--- config.mk ---
export PLATFORM = sky130hd
export DESIGN_NAME = switch_vlan_queue_config
export DESIGN_NICKNAME = d
export VERILOG_FILES = /design/src/core/switch_vlan_queue_pkg.sv /design/src/core/config_bus_if.sv /design/src/core/switch_vlan_queue_config.sv /design/src/core/vlan_queue_regs.sv
export VERILOG_INCLUDE_DIRS = /design/src /design/src/core
export SDC_FILE = /design/constraint.sdc
export NUM_CORES = 1
export LEC_CHECK = 0
export ABC_AREA = 0
export ABC_CLOCK_PERIOD_IN_PS = 2370
export BUFFER_PORTS_ARGS = -buffer_cell sky130_fd_sc_hd__buf_4
export CORE_MARGIN = 8
export CORE_UTILIZATION = 32
export DETAILED_ROUTE_END_ITERATION = 12
export PLACE_DENSITY = 0.65
export SYNTH_ARGS = -nofsm -noshare
export SYNTH_HDL_FRONTEND = slang
export SYNTH_SLANG_ARGS = --single-unit
--- constraint.sdc ---
create_clock -name clk -period 2.37 [get_ports clk]
set_input_delay 0.1185 -clock clk [delete_from_list [all_inputs] [get_ports clk]]
set_output_delay 0.1185 -clock clk [all_outputs]
set_load 0.05 [all_outputs]
--- src/core/switch_vlan_queue_consts.svh ---
// constants for the queue mapping and vlan entry register block
`ifndef SWITCH_VLAN_QUEUE_CONSTS_SVH
`define SWITCH_VLAN_QUEUE_CONSTS_SVH

// ----------------------------------------------------------------
// register byte addresses
// ----------------------------------------------------------------
`define QMAP_CTRL_ADDR 12'h390
`define VLAN_WORD0_ADDR 12'h400

// ----------------------------------------------------------------
// queue_mapping_control fields
// ----------------------------------------------------------------
`define QMAP_MAP_HI 7
`define QMAP_MAP_LO 6
`define QMAP_RSV_HI 5
`define QMAP_RSV_LO 2
`define QMAP_DISCARD_BIT 1
`define QMAP_RSV0_BIT 0
`define QMAP_RW_MASK 32'h0000_00ff
`define QMAP_RESET 32'h0000_0082

// ----------------------------------------------------------------
// vlan_entry_word0 fields
// ----------------------------------------------------------------
`define VLAN_VALID_BIT 31
`define VLAN_FWDSEL_BIT 27
`define VLAN_PRIO_HI 26
`define VLAN_PRIO_LO 24
`define VLAN_SPAN_HI 14
`define VLAN_SPAN_LO 12
`define VLAN_FID_HI 6
`define VLAN_FID_LO 0
`define VLAN_RW_MASK 32'h8f00_707f
`define VLAN_RESET 32'h0000_0000

// ----------------------------------------------------------------
// two-queue map codes
// ----------------------------------------------------------------
`define MAP_THREE_LOW 2'h0
`define MAP_UNUSED 2'h1
`define MAP_TWO_LOW 2'h2
`define MAP_ONE_LOW 2'h3

`endif

--- src/core/switch_vlan_queue_pkg.sv ---
// types shared by the queue mapping and vlan entry register block
package switch_vlan_queue_pkg;

	// forwarding source chosen by a vlan entry
	typedef enum logic
	{
		FWD_FROM_LOOKUP,
		FWD_FROM_VLAN_MAP
	} fwd_source_t;

	// egress queue chosen in two-queue mode
	typedef enum logic
	{
		QUEUE_LOW,
		QUEUE_HIGH
	} queue_sel_t;

	// bus slave phase
	typedef enum logic
	{
		BUS_IDLE,
		BUS_ANSWER
	} bus_state_t;

endpackage

--- src/core/config_bus_if.sv ---
// register access carrier between the bus slave and the register store
`timescale 1ns/100ps
`default_nettype none

interface config_bus_if;
	logic writeEn;
	logic [11:0] addr;
	logic [31:0] wrData;
	logic [3:0] byteEn;
	logic [31:0] rdData;
	logic hit;

	modport slave_side (output writeEn, output addr, output wrData, output byteEn,
		input rdData, input hit);
	modport store_side (input writeEn, input addr, input wrData, input byteEn,
		output rdData, output hit);
endinterface

`default_nettype wire

--- src/core/switch_vlan_queue_config.sv ---
// queue mapping and vlan entry configuration block with avalon-mm slave
//
// Summary of operation
// - map 00: priorities 0-2 low, 3 high
// - map 10 reset: 0-1 low, 2-3 high
// - map 11: only priority 0 low
// - map used only in two-queue mode
// - discard bit set: restrict to forwarding list
// - discard clear: single-destination frames unrestricted
// - discard clear, mirroring on: mirrored single-destination frame dropped
// - entry bit 31 valid flag, resets zero
// - forward-select 1: use entry port map
// - forward-select 0: use lookup-derived ports
// - entry bits 26:24 hold priority
// - entry bits 14:12 spanning instance index
// - entry bits 6:0 filter group id
// - entry register is table access path
`timescale 1ns/100ps
`default_nettype none
`include "switch_vlan_queue_consts.svh"

module switch_vlan_queue_config
(
	input wire logic clk,
	input wire logic srst,
	// avalon-mm slave
	input wire logic [11:0] address,
	input wire logic read,
	input wire logic write,
	input wire logic [3:0] byteenable,
	input wire logic [31:0] writedata,
	output logic [31:0] readdata,
	output logic waitrequest,
	output logic [1:0] response,
	// queue selection path
	input wire logic twoQueueMode,
	input wire logic [1:0] regenPriority,
	output logic highQueue,
	// port membership path
	input wire logic singleDest,
	input wire logic mirrorEnable,
	input wire logic mirroredElsewhere,
	input wire logic [6:0] lookupPortMap,
	input wire logic [6:0] memberPortMap,
	input wire logic [6:0] vlanPortMap,
	output logic [6:0] egressPortMap,
	output logic frameDrop,
	// vlan entry fields and two-queue priority map
	output logic entryValid,
	output var switch_vlan_queue_pkg::fwd_source_t fwdSource,
	output logic [2:0] vlanPriority,
	output logic [2:0] spanning_instance_index,
	output logic [6:0] filter_group_id,
	output logic [1:0] two_queue_priority_map
);

	// ----------------------------------------------------------------
	// bus slave
	// ----------------------------------------------------------------
	config_bus_if cfg();
	logic [31:0] qmapCtrl;
	logic [31:0] vlanWord0;
	switch_vlan_queue_pkg::bus_state_t busState_ff;
	switch_vlan_queue_pkg::bus_state_t nxt_busState;
	logic [31:0] readdata_ff;
	logic [1:0] response_ff;

	vlan_queue_regs regs
	(
		.clk(clk),
		.srst(srst),
		.bus(cfg.store_side),
		.qmapCtrl(qmapCtrl),
		.vlanWord0(vlanWord0)
	);

	// a request waits one cycle, then is answered at the second edge
	always_comb
	begin
		nxt_busState = busState_ff;
		unique case (busState_ff)
			switch_vlan_queue_pkg::BUS_IDLE:
				if (read || write)
					nxt_busState = switch_vlan_queue_pkg::BUS_ANSWER;
			switch_vlan_queue_pkg::BUS_ANSWER:
				nxt_busState = switch_vlan_queue_pkg::BUS_IDLE;
		endcase
	end

	// bus phase register
	always_ff @(posedge clk)
	begin
		if (srst)
			busState_ff <= switch_vlan_queue_pkg::BUS_IDLE;
		else
			busState_ff <= nxt_busState;
	end

	// waitrequest low only in the answer cycle
	assign waitrequest = !(busState_ff == switch_vlan_queue_pkg::BUS_ANSWER);

	// store side access; write lands at the answer edge, unaligned hits nothing
	assign cfg.addr = address;
	assign cfg.wrData = writedata;
	assign cfg.byteEn = byteenable;
	assign cfg.writeEn = write && busState_ff == switch_vlan_queue_pkg::BUS_ANSWER && cfg.hit;

	// read data and response captured in the wait cycle
	always_ff @(posedge clk)
	begin
		if (srst)
		begin
			readdata_ff <= 32'h0000_0000;
			response_ff <= 2'h0;
		end
		else if (busState_ff == switch_vlan_queue_pkg::BUS_IDLE && (read || write))
		begin
			readdata_ff <= (read && cfg.hit) ? cfg.rdData : 32'h0000_0000;
			response_ff <= cfg.hit ? 2'h0 : 2'h3; // unmapped gives decode error
		end
	end

	assign readdata = readdata_ff;
	assign response = response_ff;

	// ----------------------------------------------------------------
	// field extraction
	// ----------------------------------------------------------------
	assign two_queue_priority_map = qmapCtrl[`QMAP_MAP_HI:`QMAP_MAP_LO];
	assign entryValid = vlanWord0[`VLAN_VALID_BIT];
	assign fwdSource = switch_vlan_queue_pkg::fwd_source_t'(vlanWord0[`VLAN_FWDSEL_BIT]);
	assign vlanPriority = vlanWord0[`VLAN_PRIO_HI:`VLAN_PRIO_LO];
	assign spanning_instance_index = vlanWord0[`VLAN_SPAN_HI:`VLAN_SPAN_LO];
	assign filter_group_id = vlanWord0[`VLAN_FID_HI:`VLAN_FID_LO];

	// ----------------------------------------------------------------
	// two-queue selection
	// ----------------------------------------------------------------
	function automatic switch_vlan_queue_pkg::queue_sel_t map_queue(input logic [1:0] code,
		input logic [1:0] prio);
		map_queue = switch_vlan_queue_pkg::QUEUE_LOW;
		unique case (code)
			`MAP_THREE_LOW:
				if (prio == 2'h3)
					map_queue = switch_vlan_queue_pkg::QUEUE_HIGH;
			`MAP_UNUSED:
				map_queue = switch_vlan_queue_pkg::QUEUE_LOW;
			`MAP_TWO_LOW:
				if (prio[1])
					map_queue = switch_vlan_queue_pkg::QUEUE_HIGH;
			`MAP_ONE_LOW:
				if (prio != 2'h0)
					map_queue = switch_vlan_queue_pkg::QUEUE_HIGH;
		endcase
	endfunction

	// map applies only in two-queue mode; otherwise the high bit passes through
	always_comb
	begin
		if (twoQueueMode)
			highQueue = map_queue(two_queue_priority_map, regenPriority)
				== switch_vlan_queue_pkg::QUEUE_HIGH;
		else
			highQueue = regenPriority[1];
	end

	// ----------------------------------------------------------------
	// egress port selection and membership restriction
	// ----------------------------------------------------------------
	always_comb
	begin
		logic [6:0] candidate;
		logic limitMembers;
		candidate = lookupPortMap;
		limitMembers = qmapCtrl[`QMAP_DISCARD_BIT] || !singleDest;
		if (fwdSource == switch_vlan_queue_pkg::FWD_FROM_VLAN_MAP)
			candidate = vlanPortMap;
		egressPortMap = limitMembers ? (candidate & memberPortMap) : candidate;
		frameDrop = !qmapCtrl[`QMAP_DISCARD_BIT] && singleDest && mirrorEnable
			&& mirroredElsewhere;
		if (frameDrop)
			egressPortMap = 7'h00;
	end

endmodule

`default_nettype wire

--- src/core/vlan_queue_regs.sv ---
// register store for queue mapping control and vlan entry word 0
`timescale 1ns/100ps
`default_nettype none
`include "switch_vlan_queue_consts.svh"

module vlan_queue_regs
(
	input wire logic clk,
	input wire logic srst,
	config_bus_if.store_side bus,
	output logic [31:0] qmapCtrl,
	output logic [31:0] vlanWord0
);

	// merge write data under byte enables and writable mask
	function automatic logic [31:0] merge(input logic [31:0] old, input logic [31:0] wd,
		input logic [3:0] be, input logic [31:0] mask);
		logic [31:0] lane;
		lane = {{8{be[3]}}, {8{be[2]}}, {8{be[1]}}, {8{be[0]}}} & mask;
		merge = (old & ~lane) | (wd & lane);
	endfunction

	logic [31:0] qmap_ff;
	logic [31:0] vlan_ff;

	// queue mapping control storage, reserved 5:2 and 0 just store
	always_ff @(posedge clk)
	begin
		if (srst)
			qmap_ff <= `QMAP_RESET;
		else if (bus.writeEn && bus.addr == `QMAP_CTRL_ADDR)
			qmap_ff <= merge(qmap_ff, bus.wrData, bus.byteEn, `QMAP_RW_MASK);
	end

	// vlan entry staging word, read-only holes kept at zero
	always_ff @(posedge clk)
	begin
		if (srst)
			vlan_ff <= `VLAN_RESET;
		else if (bus.writeEn && bus.addr == `VLAN_WORD0_ADDR)
			vlan_ff <= merge(vlan_ff, bus.wrData, bus.byteEn, `VLAN_RW_MASK);
	end

	// read mux and decode hit
	always_comb
	begin
		bus.hit = 1'b1;
		bus.rdData = 32'h0000_0000;
		if (bus.addr == `QMAP_CTRL_ADDR)
			bus.rdData = qmap_ff;
		else if (bus.addr == `VLAN_WORD0_ADDR)
			bus.rdData = vlan_ff;
		else
			bus.hit = 1'b0;
	end

	assign qmapCtrl = qmap_ff;
	assign vlanWord0 = vlan_ff;

endmodule

`default_nettype wire

==> PnR_summary.wiki, run 1 <==
{| class="wikitable"
! Metric !! Value
|-
| Number of antenna repair diodes || 0
|-
| Synthesized flop and latch total || just over 40
|-
| Clock skew || between 0.006 and 0.007 ns
|-
| Most area-hungry cell type in the Yosys netlist || sky130_fd_sc_hd__dfxtp_1
|-
| Class of the most critical hold timing path || in2reg
|-
| Number of global-route vias before repair || between 1500 and 2000
|-
| Post-layout worst setup margin || 0.5624 ns
|-
| TritonCTS clock tree || built
|-
| Data arrival at the endpoint of the critical path || 1.69 ns
|-
| CTS root buffer || sky130_fd_sc_hd__clkbuf_8
|-
| Count of instances resized after the clock tree is built || 0
|-
| Average cell area after synthesis || 9.773 µm²
|-
| Later-pin clock latency in the skew report || around 0.29 ns
|-
| Seq/Total Area, Yosys || about two fifths
|-
| Share of async-settable or async-resettable flops after synthesis || 0%
|-
| Psw || around 0.39 mW
|-
| Global route total overflow || 0
|-
| Hold-fix buffer count after cts || 0
|-
| DR pass1 iterations || 4
|-
| Peak supply drop || 0.3429 mV
|-
| Std-Cell Rows || 28
|-
| Post-DP HPWL || between 4000 and 5000 µm
|-
| Initial DRC count || 91
|-
| Cell types with the largest area share after synthesis || sky130_fd_sc_hd__dfxtp_1 42%, sky130_fd_sc_hd__mux2i_1 15%, sky130_fd_sc_hd__a22o_1 9.8%
|-
| Non-filler cells in the finished layout || between 300 and 400
|-
| Register share of total power || between 40% and 50%
|-
| Tmin final || between 1.5 and 2 ns
|-
| Total of fill cells in the finished design || between 500 and 600
|-
| Cell internal pwr || 1.129 mW
|-
| Cell with the most instances after synthesis || sky130_fd_sc_hd__dfxtp_1
|-
| Total setup violations reported at the end of the flow || 0
|-
| Switching share of total power || between 20% and 30%
|-
| Number of enable flip-flop cells after synthesis || 0
|-
| Worst path required time || roughly 2.3 ns
|-
| Critical Path Sink Type || output pin
|-
| Instance count of the mapped netlist || between 200 and 250
|-
| Worst Tran Pin Value || 1.159 ns
|-
| Floorplan die height || approximately 94 µm
|-
| Global-route wire length before repair || about 9000 µm
|-
| Kind of start point of the critical path || flop
|-
| Sum of negative setup slack || 0 ns
|-
| Tcrit/Tclk final || 76.27%
|-
| Footprint of the flip-flops and latches || slightly above 800 µm²
|-
| Maximum count of clock buffers along a single path || 2
|-
| Status || complete, no violations
|-
| Count of port buffers added during placement || 106
|-
| Max Cap Violations || 0
|-
| Slowest stage cell on the critical path || sky130_fd_sc_hd__and4_1
|-
| Final-stage net count || about 380
|-
| Total track usage || around 13%
|-
| Clock Sinks || 41
|-
| Worst slew margin || around 22%
|-
| Synth top area share || between 40% and 50%
|-
| Number of cells on the worst reg-to-reg path || 3
|-
| Detail-routed net length per standard cell || 15.56 µm
|-
| Largest net degree at the start of global routing || 27
|-
| Hold Path Cell Cnt || 3
|-
| Post-synth cell types || 30
|-
| Antenna Violating Nets Remaining || 0
|-
| Via Count || between 1500 and 2000
|-
| DRC viols || 0
|-
| Horiz. Die Dim || approximately 94 µm
|-
| Post-place setup slack || ~0.39 ns
|-
| Post-Place Cell Area || around 2800 µm²
|-
| Commonest cells in the synthesized netlist || 41 x sky130_fd_sc_hd__dfxtp_1, 29 x sky130_fd_sc_hd__mux2i_1, 27 x sky130_fd_sc_hd__nor2_1
|-
| Boundary pin count || 140
|-
| Yosys warns || 0
|-
| Overall power after layout || ~1.5 mW
|-
| Total power per unit cell area || approximately 530 nW/µm²
|-
| Clock group share of total power || 37.4%
|-
| F_max || between 500 and 600 MHz
|-
| Initial standard-cell utilization of the core || 33.18%
|-
| Placeable Area || roughly 6000 µm²
|-
| Crit Path Category || reg2out
|-
| Setup repair after global routing missed its margin || false
|-
| Post-synth top flop || sky130_fd_sc_hd__dfxtp_1
|-
| Final core area utilization || 48.65%
|-
| Clock input transition at the sequential cells of the worst setup and hold paths || 0.08 ns
|-
| Highest cell delay on the worst timing path || ~0.37 ns
|-
| Worst hold slack after final layout || roughly 0.049 ns
|-
| Final weighted congestion in routability-driven placement || between 0.7 and 0.8
|-
| Combinational share of power || around 17%
|-
| Area of all placed cells without fillers || between 2000 and 3000 µm²
|-
| Average vias per placed instance || 4.632
|-
| R2R Setup Slk || 0.58 ns
|-
| Final count of hold timing violations || 0
|-
| Leakage power || 1.282 nW
|-
| Critical hold path startpoint || writedata[7]
|-
| Total standard cell area after synthesis || 1964 µm²
|-
| Cell-by-cell listing of the critical path || clkinv_1 > and4_1 > nor3_1 > buf_4
|-
| Overall die area || 8902 µm²
|-
| Critical path peak fanout || 9
|-
| Cells after DPL || 370
|-
| Total area of multi-input combinational cells || slightly above 1000 µm²
|-
| Antenna violations before repair || 0
|-
| Number of levels in the clock H-tree || 2
|-
| Setup Fix Bufs, Post-CTS || 0
|-
| Layout cells sized above 1 || a little over two fifths
|-
| R2r startpoint || busState_ff
|-
| Layout overhead on the synthesized area || 46.62%
|-
| Reg2Reg Capture Point || readdata[26]
|-
| Number of CTS-inserted buffers || 5
|-
| Total length of routed wires || around 5900 µm
|-
| Slew Viols, Final || 0
|}
worst max-delay path by stage:
stage	start	to	slack [ns]	depth (start not counted)
3_3_place_gp	address[7]	readdata[14]	0.41	5
5_1_grt	flop	egressPortMap[4]	0.40	4
4_1_cts	flop	egressPortMap[5]	0.57	4
6_report	flop	egressPortMap[5]	0.56	4
2_1_floorplan	flop	egressPortMap[4]	-0.01	3
3_5_place_dp	address[7]	readdata[26]	0.39	5
cell type report:
cell class	count	area share, %
timing repair buffer	110	28.67
sequential	41	28.50
tap	75	3.258
inverter	4	0.5213
clock buffer	7	2.997
clock inverter	1	1.043
multi-input combinational	140	35.01
worst max-delay path: cells and delay by family, from the launching register on:
kind	cells	cell delay [ns]
and+or+nand+nor	2	0.60
DFF	1	0.33
buffers and inverters	2	0.46
layout by cell type, fill, tap and decap left out, types with 2 or more instances in the layout:
| cell | n |
|---|---|
| sky130_fd_sc_hd__nand4_1 | 3 |
| sky130_fd_sc_hd__and4_1 | 2 |
| sky130_fd_sc_hd__nand2_1 | 4 |
| sky130_fd_sc_hd__conb_1 | 16 |
| sky130_fd_sc_hd__dfxtp_1 | 41 |
| sky130_fd_sc_hd__a21oi_1 | 9 |
| sky130_fd_sc_hd__nand4b_1 | 4 |
| sky130_fd_sc_hd__nor4_4 | 3 |
| sky130_fd_sc_hd__buf_4 | 110 |
| sky130_fd_sc_hd__nor3_2 | 4 |
| sky130_fd_sc_hd__nor3_1 | 3 |
| sky130_fd_sc_hd__clkbuf_8 | 6 |
| sky130_fd_sc_hd__o211ai_1 | 2 |
| sky130_fd_sc_hd__mux2i_1 | 29 |
| sky130_fd_sc_hd__inv_1 | 3 |
| sky130_fd_sc_hd__o21ai_0 | 2 |
| sky130_fd_sc_hd__a22o_1 | 22 |
| sky130_fd_sc_hd__nor2_1 | 27 |
routing by layer:
layer	up-vias	share of wire (%)	global-route usage, %
li1	892	-	-
met1	801	40	14.29
met2	53	52	22.13
met3	5	7.3	4.365
met4	0	0.60	3.567
met5	-	0	0
logic make-up (layout without fill, tap and decap cells):
| family | after synthesis | in the layout | synth area share, % |
|---|---|---|---|
| simple gates | 57 | 57 | 17.58 |
| compound gates | 38 | 38 | 14.90 |
| mux | 29 | 29 | 14.78 |
| flops | 41 | 41 | 41.78 |
| other cells | 1 | 16 | 0.1909 |
| buf+inv | 35 | 122 | 10.76 |
power by group through the flow:
stage / Combinational [mW] / Clock, mW / Sequential [mW]
2_1_floorplan: 0.161 / 0 / 0.715
3_3_place_gp: 0.251 / 0 / 0.711
3_5_place_dp: 0.253 / 0 / 0.711
4_1_cts: 0.254 / 0.590 / 0.695
5_1_grt: 0.268 / 0.628 / 0.696
6_report: 0.254 / 0.566 / 0.695
No activity file was read; power rests on OpenSTA's default activity.
==> inputs of run 2 (changes only) <==
Settings changed: ABC_CLOCK_PERIOD_IN_PS 2370 to 1500, PLACE_DENSITY 0.65 to 0.68.
Clock period 2.37 ns to 1.5 ns, I/O delays scaled along.
==> run 2 against run 1 <==
Net effect: clock skew down 0.0042 ns; global-route usage rose by 1.1 points; largest power group unchanged; cell area rose by 7.6%; critical endpoint is now egressPortMap[0].
==> PnR_summary.wiki, run 2 (synthesis results as in run 1) <==
{| class="wikitable"
! Metric !! Value
|-
| Cells after DPL || 384 (was 370)
|-
| Final count of hold timing violations || 0 (unchanged)
|-
| Number of antenna repair diodes || 0 (unchanged)
|-
| CTS root buffer || sky130_fd_sc_hd__clkbuf_8 (unchanged)
|-
| Boundary pin count || 140 (unchanged)
|-
| Worst Tran Pin Value || 0.6566 ns (was 1.159 ns)
|-
| Detail-routed net length per standard cell || 15.78 µm (was 15.56 µm)
|-
| Class of the most critical hold timing path || in2reg (unchanged)
|-
| Floorplan die height || 94.35 µm (unchanged)
|-
| Antenna violations before repair || 0 (unchanged)
|-
| Number of levels in the clock H-tree || 2 (unchanged)
|-
| R2r startpoint || busState_ff (unchanged)
|-
| Clock Sinks || 41 (unchanged)
|-
| Worst path required time || 1.42 ns (was 2.25 ns)
|-
| DR pass1 iterations || 4 (unchanged)
|-
| Clock input transition at the sequential cells of the worst setup and hold paths || 0.07 ns (was 0.08 ns)
|-
| Number of cells on the worst reg-to-reg path || 6 (was 3)
|-
| Total length of routed wires || 6203 µm (was 5882 µm)
|-
| Status || complete, no violations (unchanged)
|-
| Critical hold path startpoint || writedata[27] (was writedata[7])
|-
| Placeable Area || 5921 µm² (unchanged)
|-
| Largest net degree at the start of global routing || 26 (was 27)
|-
| TritonCTS clock tree || built (unchanged)
|-
| Total power per unit cell area || 718.3 nW/µm² (was 526.0 nW/µm²)
|-
| Setup repair after global routing missed its margin || false (unchanged)
|-
| DRC viols || 0 (unchanged)
|-
| Max Cap Violations || 0 (unchanged)
|-
| Post-DP HPWL || 4873 µm (was 4753 µm)
|-
| Layout cells sized above 1 || 48.74% (was 41.91%)
|-
| Std-Cell Rows || 28 (unchanged)
|-
| Worst slew margin || 56.18% (was 22.45%)
|-
| Overall die area || 8902 µm² (unchanged)
|-
| Global route total overflow || 0 (unchanged)
|-
| R2R Setup Slk || 0.14 ns (was 0.58 ns)
|-
| Kind of start point of the critical path || flop (unchanged)
|-
| Critical path peak fanout || 8 (was 9)
|-
| Non-filler cells in the finished layout || 393 (was 378)
|-
| Crit Path Category || reg2out (unchanged)
|-
| Critical Path Sink Type || output pin (unchanged)
|-
| Maximum count of clock buffers along a single path || 2 (unchanged)
|-
| Number of CTS-inserted buffers || 5 (unchanged)
|-
| Layout overhead on the synthesized area || 57.77% (was 46.62%)
|-
| Sum of negative setup slack || 0 ns (unchanged)
|-
| Slew Viols, Final || 0 (unchanged)
|-
| Most common library cell in the layout ignoring fill and taps || sky130_fd_sc_hd__buf_4 (unchanged)
|-
| Data arrival at the endpoint of the critical path || 1.32 ns (was 1.69 ns)
|-
| Initial standard-cell utilization of the core || 33.18% (unchanged)
|-
| Later-pin clock latency in the skew report || 0.28 ns (was 0.29 ns)
|-
| Final weighted congestion in routability-driven placement || 0.7655 (was 0.7940)
|-
| Average vias per placed instance || 4.802 (was 4.632)
|-
| Final-stage net count || 396 (was 381)
|-
| Tcrit/Tclk final || between 90% and 100%
|-
| Commonest non-fill, non-tap cells in the layout || 115 x sky130_fd_sc_hd__buf_4, 39 x sky130_fd_sc_hd__dfxtp_1, 29 x sky130_fd_sc_hd__mux2i_1 (was 110 x sky130_fd_sc_hd__buf_4, 41 x sky130_fd_sc_hd__dfxtp_1, 29 x sky130_fd_sc_hd__mux2i_1)
|-
| Hold Path Cell Cnt || 3 (unchanged)
|-
| Tmin final || 1.398 ns
|-
| Antenna Violating Nets Remaining || 0 (unchanged)
|-
| Via Count || 1887 (was 1751)
|-
| Total setup violations reported at the end of the flow || 0 (unchanged)
|-
| Total track usage || 13.81% (was 12.69%)
|-
| Global-route wire length before repair || 9915 µm (was 9032 µm)
|-
| F_max || 715.2 MHz
|-
| Horiz. Die Dim || 94.35 µm (unchanged)
|-
| Leakage power || 1.356 nW (was 1.282 nW)
|-
| Peak supply drop || 0.5280 mV (was 0.3429 mV)
|-
| Initial DRC count || 73 (was 91)
|-
| Count of port buffers added during placement || 106 (unchanged)
|-
| Clock skew || 0.002399 ns (was 0.006590 ns)
|-
| Number of global-route vias before repair || 2057 (was 1845)
|}
==> run 2: changes by cell type in the layout (fill, tap and decap cells not counted), moves of 4 or more <==
cell	before	now
sky130_fd_sc_hd__buf_4	110	115
sky130_fd_sc_hd__a21oi_1	9	2
sky130_fd_sc_hd__nor3_4	0	7
sky130_fd_sc_hd__nor3_2	4	0
sky130_fd_sc_hd__a21oi_2	0	7
sky130_fd_sc_hd__buf_6	0	8
==> run 2: area by class of cell <==
type	instances	area (µm²)
Sequential cell	41	825.8
Multi-Input combinational cell	140	1101
Inverter	4	15.01
Clock buffer	8	80.08
Timing Repair Buffer	125	983.4
Tap cell	75	93.84
Fill cell	560	2821
==> run 2: power breakdown <==
group / internal, mW / switching (mW)
logic: 0.183 / 0.273
clock network: 0.330 / 0.343
registers: 1.09 / 0.00586
==> run 2: worst max-delay path by stage <==
stage                 from                to
2_1_floorplan   address[7]              flop
3_3_place_gp    address[7]              flop
3_5_place_dp    address[7]              flop
4_1_cts               flop  egressPortMap[4]
5_1_grt        busState_ff              flop
6_report              flop  egressPortMap[0]
==> run 2: through the flow <==
step / utilization [%] / power (mW) / hold slack (ns) / area (µm²) / setup WS (ns)
after floorplan: - / 1.403 / 0.1952 / 2116 / -0.1269
after global placement: 49.70 / 1.556 / 0.2823 / 2943 / -0.2096
after detailed placement: 49.70 / 1.560 / 0.2885 / 2943 / -0.2219
after CTS: 51.39 / 2.237 / 0.01598 / 3043 / 0.0001235
after global routing: 52.35 / 2.341 / 0.02507 / 3099 / 0.004107
final: 52.35 / 2.226 / 0.02087 / 3099 / 0.1017
==> run 2: layer usage <==
metal / vias to the layer above / wire, µm / GRT usage (%)
met5: - / 0 / 0
met4: 0 / 57 / 3.963
met3: 8 / 604 / 5.000
met2: 72 / 3061 / 22.94
met1: 882 / 2480 / 16.31
li1: 925 / - / -
==> run 2: worst max-delay path: stages (launching register included) <==
cell,delay (ns)
sky130_fd_sc_hd__dfxtp_1,0.36
sky130_fd_sc_hd__inv_2,0.05
sky130_fd_sc_hd__and4_1,0.15
sky130_fd_sc_hd__buf_6,0.16
sky130_fd_sc_hd__nor3_4,0.10
sky130_fd_sc_hd__buf_4,0.21
==> run 2: what timing repair did <==
item	4_1_cts	5_1_grt
resized for setup	3	17
hold endpoints to repair	1	0
hold buffers	1	0
buffers inserted	0	0
pin swaps	0	1
endpoints found under the setup margin	21	23
